--- src/verilog/psic_pkg.sv ---
// Package with the register map, field positions, timing and types of the PHY status/irq block
package psic_pkg;

    // Management register addresses
    localparam logic [4:0] PSIC_ADDR_STATUS = 5'h10;
    localparam logic [4:0] PSIC_ADDR_IRQCTL = 5'h11;
    localparam logic [4:0] PSIC_ADDR_EVENT = 5'h12;

    // Status summary fields
    localparam int PSIC_STS_LINK = 0;
    localparam int PSIC_STS_SPEED10 = 1;
    localparam int PSIC_STS_DUPLEX = 2;
    localparam int PSIC_STS_ANEG = 4;
    localparam int PSIC_STS_PEND = 7;

    // Interrupt control fields and reset value
    localparam int PSIC_CTL_OE = 0;
    localparam int PSIC_CTL_EVEN = 1;
    localparam int PSIC_CTL_FORCE = 2;
    localparam int PSIC_CTL_W = 3;
    localparam logic [2:0] PSIC_CTL_RST = 3'h0;

    // Event register: status in the top bits, enables in the low bits
    localparam int PSIC_EV_N = 7;
    localparam int PSIC_EV_STS_LSB = 9;
    localparam int PSIC_EV_EN_LSB = 0;
    localparam logic [6:0] PSIC_EV_RST = 7'h00;

    // Management frame timing, in management clock periods, and frame opcodes
    localparam logic [5:0] PSIC_PRE_LEN = 6'h20;
    localparam logic [5:0] PSIC_HDR_LAST = 6'h0C;
    localparam logic [5:0] PSIC_DATA_LAST = 6'h0F;
    localparam logic [1:0] PSIC_OP_RD = 2'h2;
    localparam logic [1:0] PSIC_OP_WR = 2'h1;

    typedef enum logic [2:0] {
        PSIC_PRE = 3'h0,
        PSIC_HDR = 3'h1,
        PSIC_TA = 3'h3,
        PSIC_RDATA = 3'h2,
        PSIC_WDATA = 3'h6
    } psic_mdio_st_t;

    // Link state as resolved by negotiation or forced configuration
    typedef struct packed {
        logic link_ok;
        logic speed10;
        logic full_duplex;
        logic aneg_done;
    } psic_link_t;

endpackage : psic_pkg

--- src/verilog/psic_top.sv ---
// PHY status summary, interrupt control and event logic behind the management interface

// Summary of operation
// - Status bit 2 reports full duplex
// - Status bit 1 reports 10 Mb/s speed
// - Status bit 0 mirrors link, not read-cleared
// - Control bits 15:3 ignore writes, read zero
// - Control bit 2 forces interrupt while set
// - Control bit 1 gates event interrupts globally
// - Control bit 0 selects pin output role
// - Seven listed event sources feed interrupts
// - Event status sets even when not enabled
// - Event register read clears pending interrupt unless control bit 2 forces it or an enabled event arrives in the read cycle
module psic_top #(
    parameter logic [4:0] PHY_ADDR = 5'h01
) (
    input wire logic i_clk_sys,
    input wire logic i_rstn,
    input wire logic i_mdc,
    input wire logic i_mdio,
    output logic o_mdio,
    output logic o_mdio_oe,
    input wire psic_pkg::psic_link_t i_link,
    input wire logic i_lq_event,
    input wire logic i_ed_event,
    input wire logic i_ctr_half_event,
    input wire logic i_pin,
    output logic o_pin,
    output logic o_pin_oe,
    output logic o_powerdown_req
);

    // Pin synchronisers
    logic mdc_s1_q, mdc_s2_q, mdc_s3_q;
    logic mdio_s1_q, mdio_s2_q;
    logic pin_s1_q, pin_s2_q;

    always_ff @(posedge i_clk_sys) begin
        if (!i_rstn) begin
            mdc_s1_q <= 1'b0;
            mdc_s2_q <= 1'b0;
            mdc_s3_q <= 1'b0;
            mdio_s1_q <= 1'b1;
            mdio_s2_q <= 1'b1;
            pin_s1_q <= 1'b1;
            pin_s2_q <= 1'b1;
        end else begin
            mdc_s1_q <= i_mdc;
            mdc_s2_q <= mdc_s1_q;
            mdc_s3_q <= mdc_s2_q;
            mdio_s1_q <= i_mdio;
            mdio_s2_q <= mdio_s1_q;
            pin_s1_q <= i_pin;
            pin_s2_q <= pin_s1_q;
        end
    end

    wire logic mdc_rise = mdc_s2_q & ~mdc_s3_q;

    // Frame decode
    psic_pkg::psic_mdio_st_t st_q, st_d;
    logic [5:0] cnt_q, cnt_d;
    logic [12:0] hdr_q, hdr_d;
    logic [15:0] sh_q, sh_d;
    logic mo_q, mo_d, moe_q, moe_d;
    logic rd_q;
    logic [4:0] regad_q;

    wire logic [12:0] hdr_full = {hdr_q[11:0], mdio_s2_q};
    wire logic [1:0] hdr_op = hdr_full[11:10];
    wire logic [4:0] hdr_phy = hdr_full[9:5];
    wire logic [4:0] hdr_reg = hdr_full[4:0];
    wire logic hdr_done = mdc_rise && st_q == psic_pkg::PSIC_HDR
        && cnt_q == psic_pkg::PSIC_HDR_LAST;
    wire logic hdr_ok = hdr_full[12] && hdr_phy == PHY_ADDR;
    wire logic rd_go = hdr_done && hdr_ok && hdr_op == psic_pkg::PSIC_OP_RD;
    wire logic wr_go = hdr_done && hdr_ok && hdr_op == psic_pkg::PSIC_OP_WR;
    wire logic wr_commit = mdc_rise && st_q == psic_pkg::PSIC_WDATA && cnt_q == 6'h00;
    wire logic [15:0] wr_word = {sh_q[14:0], mdio_s2_q};

    // Registers and event sources
    logic [2:0] ctl_q;
    psic_pkg::psic_link_t link_q;
    logic pend_q, pin_oe_q, pdn_q;
    logic [psic_pkg::PSIC_EV_N-1:0] ev_sts, ev_en;
    logic ev_any;

    wire logic ctl_oe = ctl_q[psic_pkg::PSIC_CTL_OE];
    wire logic ctl_even = ctl_q[psic_pkg::PSIC_CTL_EVEN];
    wire logic ctl_force = ctl_q[psic_pkg::PSIC_CTL_FORCE];

    // Event pulses: quality, energy and counter inputs direct, change detection on link, speed and duplex, rising edge only on aneg_done
    wire logic [psic_pkg::PSIC_EV_N-1:0] ev_pulse = {
        i_lq_event,
        i_ed_event,
        i_link.link_ok ^ link_q.link_ok,
        i_link.speed10 ^ link_q.speed10,
        i_link.full_duplex ^ link_q.full_duplex,
        i_link.aneg_done & ~link_q.aneg_done,
        i_ctr_half_event
    };

    // Status summary word; speed and duplex are passed through unqualified, the
    // host decides validity from link and negotiation state
    logic [15:0] sts_word;
    always_comb begin
        sts_word = 16'h0000;
        sts_word[psic_pkg::PSIC_STS_LINK] = i_link.link_ok;
        sts_word[psic_pkg::PSIC_STS_SPEED10] = i_link.speed10;
        sts_word[psic_pkg::PSIC_STS_DUPLEX] = i_link.full_duplex;
        sts_word[psic_pkg::PSIC_STS_ANEG] = i_link.aneg_done;
        sts_word[psic_pkg::PSIC_STS_PEND] = pend_q;
    end

    wire logic [15:0] ctl_word = {13'h0000, ctl_q};
    wire logic [15:0] ev_word = {ev_sts, 2'h0, ev_en};
    wire logic [15:0] rd_word =
        (hdr_reg == psic_pkg::PSIC_ADDR_STATUS) ? sts_word :
        (hdr_reg == psic_pkg::PSIC_ADDR_IRQCTL) ? ctl_word :
        (hdr_reg == psic_pkg::PSIC_ADDR_EVENT) ? ev_word : 16'h0000;
    wire logic ev_clear = rd_go && hdr_reg == psic_pkg::PSIC_ADDR_EVENT;
    wire logic ctl_we = wr_commit && regad_q == psic_pkg::PSIC_ADDR_IRQCTL;
    wire logic ev_we = wr_commit && regad_q == psic_pkg::PSIC_ADDR_EVENT;

    psic_event_bank #(
        .N(psic_pkg::PSIC_EV_N)
    ) u_events (
        .i_clk_sys(i_clk_sys),
        .i_rstn(i_rstn),
        .i_event(ev_pulse),
        .i_clear(ev_clear),
        .i_en_we(ev_we),
        .i_en_wdata(wr_word[psic_pkg::PSIC_EV_EN_LSB +: psic_pkg::PSIC_EV_N]),
        .o_status(ev_sts),
        .o_enable(ev_en),
        .o_any(ev_any)
    );

    wire logic pend_d = ctl_force | (ctl_even & ev_any);

    always_comb begin
        st_d = st_q;
        cnt_d = cnt_q;
        hdr_d = hdr_q;
        sh_d = sh_q;
        mo_d = mo_q;
        moe_d = moe_q;
        if (mdc_rise) begin
            case (st_q)
                psic_pkg::PSIC_PRE: begin
                    if (mdio_s2_q) begin
                        if (cnt_q != psic_pkg::PSIC_PRE_LEN) begin
                            cnt_d = 6'(cnt_q + 6'h01);
                        end
                    end else if (cnt_q == psic_pkg::PSIC_PRE_LEN) begin
                        st_d = psic_pkg::PSIC_HDR;
                        cnt_d = 6'h00;
                        hdr_d = 13'h0000;
                    end else begin
                        cnt_d = 6'h00;
                    end
                end
                psic_pkg::PSIC_HDR: begin
                    hdr_d = hdr_full;
                    cnt_d = 6'(cnt_q + 6'h01);
                    if (hdr_done) begin
                        cnt_d = 6'h00;
                        st_d = (rd_go || wr_go) ? psic_pkg::PSIC_TA : psic_pkg::PSIC_PRE;
                        sh_d = rd_word;
                    end
                end
                psic_pkg::PSIC_TA: begin
                    if (cnt_q == 6'h00) begin
                        cnt_d = 6'h01;
                        moe_d = rd_q;
                        mo_d = 1'b0;
                    end else begin
                        cnt_d = psic_pkg::PSIC_DATA_LAST;
                        if (rd_q) begin
                            st_d = psic_pkg::PSIC_RDATA;
                            mo_d = sh_q[15];
                            sh_d = {sh_q[14:0], 1'b0};
                        end else begin
                            st_d = psic_pkg::PSIC_WDATA;
                        end
                    end
                end
                psic_pkg::PSIC_RDATA: begin
                    if (cnt_q == 6'h00) begin
                        st_d = psic_pkg::PSIC_PRE;
                        moe_d = 1'b0;
                        mo_d = 1'b0;
                    end else begin
                        cnt_d = 6'(cnt_q - 6'h01);
                        mo_d = sh_q[15];
                        sh_d = {sh_q[14:0], 1'b0};
                    end
                end
                psic_pkg::PSIC_WDATA: begin
                    sh_d = wr_word;
                    cnt_d = 6'(cnt_q - 6'h01);
                    if (cnt_q == 6'h00) begin
                        st_d = psic_pkg::PSIC_PRE;
                    end
                end
                default: begin
                    st_d = psic_pkg::PSIC_PRE;
                    cnt_d = 6'h00;
                    moe_d = 1'b0;
                end
            endcase
            if (st_d == psic_pkg::PSIC_PRE && st_q != psic_pkg::PSIC_PRE) begin
                cnt_d = 6'h00;
            end
        end
    end

    always_ff @(posedge i_clk_sys) begin
        if (!i_rstn) begin
            st_q <= psic_pkg::PSIC_PRE;
            cnt_q <= 6'h00;
            hdr_q <= 13'h0000;
            sh_q <= 16'h0000;
            mo_q <= 1'b0;
            moe_q <= 1'b0;
            rd_q <= 1'b0;
            regad_q <= 5'h00;
        end else begin
            st_q <= st_d;
            cnt_q <= cnt_d;
            hdr_q <= hdr_d;
            sh_q <= sh_d;
            mo_q <= mo_d;
            moe_q <= moe_d;
            if (hdr_done) begin
                rd_q <= rd_go;
                regad_q <= hdr_reg;
            end
        end
    end

    // Only the three defined control bits are stored
    always_ff @(posedge i_clk_sys) begin
        if (!i_rstn) begin
            ctl_q <= psic_pkg::PSIC_CTL_RST;
            link_q <= '0;
            pend_q <= 1'b0;
            pin_oe_q <= 1'b0;
            pdn_q <= 1'b0;
        end else begin
            if (ctl_we) begin
                ctl_q <= wr_word[psic_pkg::PSIC_CTL_W-1:0];
            end
            link_q <= i_link;
            pend_q <= pend_d;
            pin_oe_q <= ctl_oe & pend_d;
            pdn_q <= ~ctl_oe & ~pin_s2_q;
        end
    end

    assign o_mdio = mo_q;
    assign o_mdio_oe = moe_q;
    assign o_pin = 1'b0;
    assign o_pin_oe = pin_oe_q;
    assign o_powerdown_req = pdn_q;

    wire logic sts_rd = rd_go && hdr_reg == psic_pkg::PSIC_ADDR_STATUS;
    wire logic ctl_rd = rd_go && hdr_reg == psic_pkg::PSIC_ADDR_IRQCTL;
endmodule : psic_top

--- src/verilog/psic_event_bank.sv ---
// Event status bits with clear-on-read and per-event enables
module psic_event_bank #(
    parameter int N = 7
) (
    input wire logic i_clk_sys,
    input wire logic i_rstn,
    input wire logic [N-1:0] i_event,
    input wire logic i_clear,
    input wire logic i_en_we,
    input wire logic [N-1:0] i_en_wdata,
    output logic [N-1:0] o_status,
    output logic [N-1:0] o_enable,
    output logic o_any
);

    logic [N-1:0] en_q;
    logic [N-1:0] sts_q;

    genvar gi;
    generate
        for (gi = 0; gi < N; gi++) begin : g_bit
            // A new event beats the read that clears the bit in the same cycle
            wire logic sts_d = i_event[gi] | (sts_q[gi] & ~i_clear);
            always_ff @(posedge i_clk_sys) begin
                if (!i_rstn) begin
                    sts_q[gi] <= 1'b0;
                end else begin
                    sts_q[gi] <= sts_d;
                end
            end
        end
    endgenerate

    always_ff @(posedge i_clk_sys) begin
        if (!i_rstn) begin
            en_q <= N'(0);
        end else if (i_en_we) begin
            en_q <= i_en_wdata;
        end
    end

    assign o_status = sts_q;
    assign o_enable = en_q;
    assign o_any = |(sts_q & en_q);
endmodule : psic_event_bank

--- config.mk ---
export PLATFORM = sky130hd
export DESIGN_NAME = psic_top
export DESIGN_NICKNAME = d
export VERILOG_FILES = /design/src/verilog/psic_pkg.sv /design/src/verilog/psic_top.sv /design/src/verilog/psic_event_bank.sv
export SDC_FILE = /design/constraint.sdc
export NUM_CORES = 1
export LEC_CHECK = 0
export BUFFER_PORTS_ARGS = -buffer_cell sky130_fd_sc_hd__buf_2
export CAP_MARGIN = 20
export CORE_ASPECT_RATIO = 1.25
export CORE_MARGIN = 1
export CORE_UTILIZATION = 45
export DETAILED_ROUTE_END_ITERATION = 7
export MAX_ROUTING_LAYER = met4
export PLACE_DENSITY = 0.7
export SLEW_MARGIN = 5
export SYNTH_ARGS = -nofsm -noshare
export SYNTH_HDL_FRONTEND = slang
export SYNTH_SLANG_ARGS = --single-unit
--- constraint.sdc ---
create_clock -name i_clk_sys -period 4.65 [get_ports i_clk_sys]
set_clock_uncertainty 0.15 [all_clocks]
set_input_delay 0.93 -clock i_clk_sys [delete_from_list [all_inputs] [get_ports i_clk_sys]]
set_output_delay 0.93 -clock i_clk_sys [all_outputs]
set_load 0.005 [all_outputs]
== Word level (Yosys, flattened, before mapping) ==
Cells that the tools add are included.
Operators by class
  add/sub/neg operators: 2
  equal/unequal tests: 26
  mux-type cells: 34
  bitwise logic cells: 30
  reduce and logical (&&, ||, !) cells: 28
Operators with widths (number)
  $mux W16: 7
  $pmux W16 S4: 1
  $mux W6: 5
  $pmux W6 S5: 1
  $eq A5 B5 Y1 const B: 5
  $mux W12: 2
  $pmux W12 S2: 1
  $mux W3: 7
  $ne A2 B2 Y1 const B: 8
  $and A1 B1 Y1: 12
  $logic_and A1 B1 Y1: 12
  $pmux W3 S4: 1
  $or A1 B1 Y1: 8
  $reduce_and A4 Y1: 2
  $and A7 B7 Y7: 1
  $reduce_or A7 Y1: 1
  $add A6 B1 Y6 const B: 1
  $eq A3 B2 Y1 const B: 2
  $eq A6 B4 Y1 const B: 1
  $eq A6 B6 Y1 const B: 1
  $logic_not A3 Y1: 2
  $logic_not A6 Y1: 1
  $ne A3 B3 Y1 const B: 2
  $ne A6 B6 Y1 const B: 1
  22 further kinds: 35
Word-level totals
  bits in registers: 76
  input bits: 12
  output and inout port bits: 5

== Longest topological paths before layout ==
Gate-level depths: netlist (run 1).
  depth after elaboration: 15
  depth in mapped cells: 8
  gate-level depth less buffers: 7

== Hierarchy ==
Synthesis (run 1) repeated with hierarchy kept, for this count alone.
Unflattened totals
  cell total of the unflattened synthesis: 396
  area, all modules: 3648.5 um2
By module, submodules not included
  psic_top: instances 1, cells an instance 348, area each 3111.7 um2, seq. area each 1241.2 um2
  psic_event_bank: instances 1, cells an instance 48, area each 536.8 um2, seq. area each 280.3 um2

== Worst setup path before layout (run 1) ==
No wires, ideal clock.
  path type: register -> register
  from: register cnt_q[0]
  to: register u_events.sts_q[0], in the netlist u_events.o_status[0]
  library setup time: 114 ps
  arrival: 1851 ps
  required time: 4386 ps
  setup slack: 2535 ps
  stages on the path, launching flop included: 9
  path through: dfxtp_1 > inv_1 > ha_1 > and4bb_2 > nand3_1 > or3_1 > buf_6 > a21oi_2 > nor2b_1
Between the ends
  cells in the longest elaborated chain, start to end: 8
RTL lines
  start, declared: line psic_top.sv:62  | logic [5:0] cnt_q, cnt_d;
  start signal, assigned: line psic_top.sv:230  | cnt_q <= cnt_d;
  $eq A6 B4 Y1: line psic_top.sv:74  | && cnt_q == psic_pkg::PSIC_HDR_LAST;
  $logic_and A1 B1 Y1: line psic_top.sv:74
  $logic_and A1 B1 Y1 (2 in a row): line psic_top.sv:76  | wire logic rd_go = hdr_done && hdr_ok && hdr_op == psic_pkg::PSIC_OP_RD;
  $logic_and A1 B1 Y1: line psic_top.sv:121  | wire logic ev_clear = rd_go && hdr_reg == psic_pkg::PSIC_ADDR_EVENT;
  $not A1 Y1: line psic_event_bank.sv:23  | wire logic sts_d = i_event[gi] | (sts_q[gi] & ~i_clear);
  $and A1 B1 Y1: line psic_event_bank.sv:23
  $or A1 B1 Y1: line psic_event_bank.sv:23
  end signal, assigned by index: line psic_event_bank.sv:28  | sts_q[gi] <= sts_d;
  end, declared: line psic_event_bank.sv:17  | logic [N-1:0] sts_q;
Every way passes these cells.
A chain may end at the register's enable or synchronous reset.

== Final worst setup path (run 1) ==
  from: register st_q[0]
  to: register u_events.sts_q[0], in the netlist u_events.o_status[0]
Between the ends
  cells in the longest elaborated chain, start to end: 9
RTL lines
  start, declared: line psic_top.sv:61  | psic_pkg::psic_mdio_st_t st_q, st_d;
  start signal, assigned: line psic_top.sv:220  | st_q <= psic_pkg::PSIC_PRE;
  start signal, assigned: line psic_top.sv:229  | st_q <= st_d;
  $eq A3 B1 Y1: line psic_top.sv:73  | wire logic hdr_done = mdc_rise && st_q == psic_pkg::PSIC_HDR
  $logic_and A1 B1 Y1: line psic_top.sv:73
  $logic_and A1 B1 Y1: line psic_top.sv:74
  $logic_and A1 B1 Y1 (2 in a row): line psic_top.sv:76
  $logic_and A1 B1 Y1: line psic_top.sv:121
  $not A1 Y1: line psic_event_bank.sv:23
  $and A1 B1 Y1: line psic_event_bank.sv:23
  $or A1 B1 Y1: line psic_event_bank.sv:23
Every way passes these cells.

==> results of run 1 <==
## worst max-delay path: stages (launching register included)
cell,delay [ps]
dfxtp_1,680
nor3b_2,760
nand3_1,550
or3_1,720
a21oi_2,210
nor2b_1,50
## final cells by class
| class | instances | area, um2 | share of cell area (%) |
|---|---|---|---|
| Tap cell | 95 | 119 | 2.96 |
| Sequential cell | 76 | 1520 | 37.9 |
| Clock inverter | 6 | 113 | 2.81 |
| Inverter | 6 | 22.5 | 0.561 |
| Multi-Input combinational cell | 283 | 2010 | 50.1 |
| Timing Repair Buffer | 18 | 97.6 | 2.43 |
| Clock buffer | 10 | 128 | 3.18 |
## sequential cells by signal, summed over array words and instances, names as in the netlist, 3 cells and up
register	cells
regad_q	5
u_events.o_status	7
cnt_q	6
u_events.o_enable	7
ctl_q	3
sh_q	16
link_q	4
hdr_q	12
st_q	3
## logic make-up (layout without fill, tap and decap cells)
logic type | count (synthesis) | in the layout | share of synthesized area (%)
adders and majority gates | 3 | 3 | 1.02
xor gates and xnor gates | 7 | 7 | 1.66
buffers and inverters | 35 | 40 | 4.50
other | 1 | 1 | 0.101
muxes | 18 | 18 | 4.88
DFF | 76 | 76 | 41.2
AOI/OAI and AO/OA | 107 | 107 | 22.8
and+or+nand+nor | 147 | 147 | 23.8
## power groups by stage
stage	sequential [W]	clock, W	combinational [W]
final	0.000680	0.000606	0.0000929
after global routing	0.000682	0.000648	0.000103
after CTS	0.000680	0.000618	0.0000927
after detailed placement	0.000695	0	0.0000921
after global placement	0.000695	0	0.0000909
after floorplan	0.000687	0	0.0000759
## stage by stage
stage	hold slack, ps	total power, W
after floorplan	222	0.000763
after global placement	226	0.000786
after detailed placement	234	0.000787
after CTS	246	0.00139
after global routing	276	0.00143
final	244	0.00138
## synth_stat cells (all sizes together), types with 5 or more instances
master  instances
a21boi         15
nor2            9
nand2          22
nand3          33
dfxtp          76
and2           11
nor3b           5
nor4b           5
buf            13
a21oi          16
o21ai          10
a22oi          15
clkbuf         16
nor3            6
nand2b         10
nor2b          32
inv             6
o211a          15
mux2i          18
## cells in the final DEF (no fill, tap or decap), drive strengths merged, types with 3 or more instances in the layout
cell type   n
nand4       3
buf        18
nand2b     10
o211ai      4
o211a      15
clkinv      3
nor4b       5
and2       11
nor2b      32
a21o        3
nand2      22
mux2i      18
o22ai       3
ha          3
xnor2       3
nor2        9
a21oi      16
inv         6
nor3        6
o21ai      10
xor2        4
a21boi     15
nor4        3
nor3b       5
nand3      33
a22o        4
clkbuf     10
dfxtp      76
a211o       3
a22oi      15
bufinv      3
## final timing paths
check	slack [ps]	cells past startpoint	end
max reg2reg	1420	5	u_events.o_status[0]
max	1420	5	u_events.o_status[0]
min reg2reg	240	1	o_powerdown_req
min	240	1	o_powerdown_req
## layer usage
layer / up-vias / wire length [um] / global-route usage, %
met5: - / 0 / -
met4: 0 / 102 / 8.49
met3: 11 / 317 / 3.65
met2: 71 / 4030 / 33.8
met1: 1375 / 3590 / 25.0
li1: 1444 / - / -
==> results.txt, run 1 <==
status - completed
Via Count - 2901
DP Wirelength - 5.43 mm
core area - 7880 um2
Clock Power Share - 43.9%
final hold vios - 0
post-route ant nets - 0
post-route insts no fill - 494
CTS tree - built
Synth Register Bits - 76
drt first pass iters - 5
Place WS - 1450 ps
Pint - 0.00106 W
count of cells resized by post-cts repair - 0
sequential element share of the synthesized area - 41.2%
setup total negative slack - 0 ps
Critical Path AT - 3330 ps
Worst Setup SP - st_q[0]
syn avg cell area - 9.38 um2
share of cells above drive strength 1 - 13.0%
ant diodes - 0
synthesized instance count - 394
Die Footprint - 8580 um2
Initial Util - 46.9%
H-tree depth - 3
RSZ-0062 raised after global routing - no
Post-synth top flop - dfxtp_1
Placer Congestion - 0.844
input/output buffers - 15
area post-placement - 3760 um2
Die Ht - 103 um
hold_sp - pin_s2_q
dominant cells by area after synthesis - dfxtp_1 (41%), nor2b_1 (5.4%), mux2i_1 (4.9%)
Comb power frac - 6.7%
Worst Setup Path Type - reg2reg
switching part of the total - 23.0%
reg-to-reg startpoint - st_q[0]
vias in the first global route - 2714
Clock transition at path regs - 80 ps
Max Transition Viols Final - 0
Rel. slew slack - 29.4%
first-pass GRT wire length - 13.5 mm
number of flops mapped to enable cells by yosys - 0
total track usage - 20.5%
clk buf depth - 2
post-layout min period - 3230 ps
Congestion Overflow GR - 0
ys async rst share - 0%
fin util - 50.9%
Max Fanout on Critical Path - 19
maximum vdd drop - 0.204 mV
Crit path required time - 4750 ps
startpoint class of the critical path - register
Clk Latency, worst-skew pair - 350 ps
num rows - 36
postcts setup bufs - 0
post-synth top area share - 41.2%
worst setup margin - 1420 ps
worst min path class - reg2reg
filler cell count - 722
Cell variety after synth - 61
CTS hold repair buffers - 0
largest area contributor in the netlist - dfxtp_1
fmax - 0.310 GHz
Pwr Density - 344 nW/um2
post-synth net total - 409
sequential share of power - 49.3%
Horiz. Die Dim - 83.0 um
synth warn - 0
clock sinks - 76
design area - 4010 um2
CTS buffer count - 9
Layout area overhead - 8.60%
max cap viols - 0
largest net degree at the start of global routing - 46
DR iter-0 viols - 201
wire length per cell - 16.3 um
Tightest Pin Transition - 1060 ps
Sw Pwr - 0.000318 W
Placed Cells - 477
Worst setup EP type - register
final setup violation count - 0
static leakage power - 1.57 nW
Tcrit/Tclk final - 69.5%
antenna violations before repair - 0
Root Buffer - clkbuf_8
Mapped Area - 3690 um2
Total Wirelength - 8.04 mm
nets - 409
Post-route DRC - 0
# IOs - 17
vias per cell - 5.87
Note: power is estimated with default switching activity, not from simulation.
==> inputs of run 2 (changes only) <==
clock period = 3.2 ns   (was 4.65 ns; I/O delays follow)
==> results.txt, run 2 (synthesis gave the netlist of run 1 again) <==
Post-route DRC - 0 (unchanged)
DP Wirelength - 5.63 mm (+3.8%)
largest net degree at the start of global routing - 39 (-15%)
vias in the first global route - 2811 (+3.6%)
input/output buffers - 15 (unchanged)
final hold vios - 0 (unchanged)
area post-placement - 3810 um2 (+1.2%)
CP most frequent cell - nor2b_1
Total Wirelength - 8.18 mm (+1.7%)
Top Registers - sh_q (16), hdr_q (12)
H-tree depth - 3 (unchanged)
Tcrit/Tclk final - 80.0% (+11 points)
worst setup margin - 639 ps (-780 ps)
Critical Path AT - 2660 ps (-670 ps)
static leakage power - 1.57 nW (+0.40%)
reg-to-reg startpoint - st_q[1]
fmax - 0.390 GHz (+26%)
Initial Util - 46.9% (unchanged)
Layout area overhead - 8.60% (unchanged)
count of cells resized by post-cts repair - 0 (unchanged)
worst min path class - reg2reg
Die Ht - 103 um (unchanged)
Multi-input gate area - 2010 um2 (unchanged)
Clock transition at path regs - 80 ps (about the same)
Die Footprint - 8580 um2 (unchanged)
Worst Setup Path Type - reg2reg
Worst setup EP type - register
maximum vdd drop - 0.308 mV (+51%)
slowest stage delay, CP - 620 ps (-140 ps)
most common cell after layout, fill and taps aside - dfxtp_1
Root Buffer - clkbuf_8
final setup violation count - 0 (unchanged)
Pwr Density - 468 nW/um2 (+36%)
status - completed
hold_sp - pin_s2_q
core area - 7880 um2 (unchanged)
Clk Latency, worst-skew pair - 360 ps (about the same)
setup total negative slack - 0 ps (unchanged)
Tightest Pin Transition - 762 ps (-293 ps)
critical path's top delay family - simple AND/OR/NAND/NOR gates
DR iter-0 viols - 199 (-1.0%)
Placer Congestion - 0.893 (+5.8%)
nets - 414 (+1.2%)
Congestion Overflow GR - 0 (unchanged)
clock sinks - 76 (unchanged)
Rel. slew slack - 49.1% (+20 points)
crit path max-delay cell type - dfxtp_1
CTS tree - built
RSZ-0062 raised after global routing - no
max reg flops - 16 (unchanged)
crit-path cells - nor2b_1 > nand4_1 > nor4b_2 > mux2i_1 > nor2b_1
max cap viols - 0 (unchanged)
Max Transition Viols Final - 0 (unchanged)
Place WS - 692 ps (-755 ps)
design area - 4010 um2 (unchanged)
startpoint class of the critical path - register
Via Count - 2959 (+2.0%)
vias per cell - 5.93 (+0.98%)
postcts setup bufs - 0 (unchanged)
wire length per cell - 16.4 um (+0.67%)
WP buf/inv - 0 (unchanged)
Crit path required time - 3300 ps (-1450 ps)
CTS buffer count - 9 (unchanged)
Max Fanout on Critical Path - 14 (-5)
drt first pass iters - 4 (-1)
most frequent cells in the layout - dfxtp_1 (76), nand3_1 (33), nor2b_1 (32)
Reg area - 1520 um2 (unchanged)
Horiz. Die Dim - 83.0 um (unchanged)
post-route ant nets - 0 (unchanged)
total track usage - 20.6% (+0.11 points)
antenna violations before repair - 0 (unchanged)
Reg with most FFs - sh_q
first-pass GRT wire length - 13.6 mm (+0.92%)
filler cell count - 730 (+1.1%)
CTS hold repair buffers - 0 (unchanged)
clk buf depth - 2 (unchanged)
ant diodes - 0 (unchanged)
num rows - 36 (unchanged)
share of cells above drive strength 1 - 14.1% (+1.1 points)
Worst Setup SP - st_q[1]
# IOs - 17 (unchanged)
WHS - 237 ps (-7.34 ps)
post-layout min period - 2560 ps (-670 ps)
[run 2: layout make-up]
cell class | instances | area share, %
multi-input combinational | 283 | 50.1
sequential | 76 | 37.9
tap | 95 | 2.96
inverter | 6 | 0.561
timing repair buffer | 23 | 3.37
clock inverter | 4 | 1.18
clock buffer | 12 | 3.87
[run 2: worst paths after layout]
kind	depth (start not counted)	end	slack, ps
max	5	ctl_q[2]	640
min	1	o_powerdown_req	240
max reg2reg	5	ctl_q[2]	640
min reg2reg	1	o_powerdown_req	240
[run 2: metrics by stage]
step                total power (W)  cells  utilization, %
finish                      0.00188    499            50.9
global route                0.00195    499            50.9
CTS                         0.00189    499            50.9
detailed placement          0.00115    483            48.3
global placement            0.00114    483            48.3
floorplan                   0.00111    394               -
[run 2: metal layers]
layer	GRT usage [%]	share of wire (%)
met5	-	0
met4	9.15	2.3
met3	3.57	3.7
met2	35.6	50
met1	23.6	44
[run 2: report_power, final]
part           switching (W)  total (W)  internal, W  leakage [nW]
clock network       0.000353   0.000753     0.000400         0.102
logic              0.0000783   0.000137    0.0000583         0.852
registers          0.0000240   0.000990     0.000966         0.618
total               0.000455    0.00188      0.00142          1.57
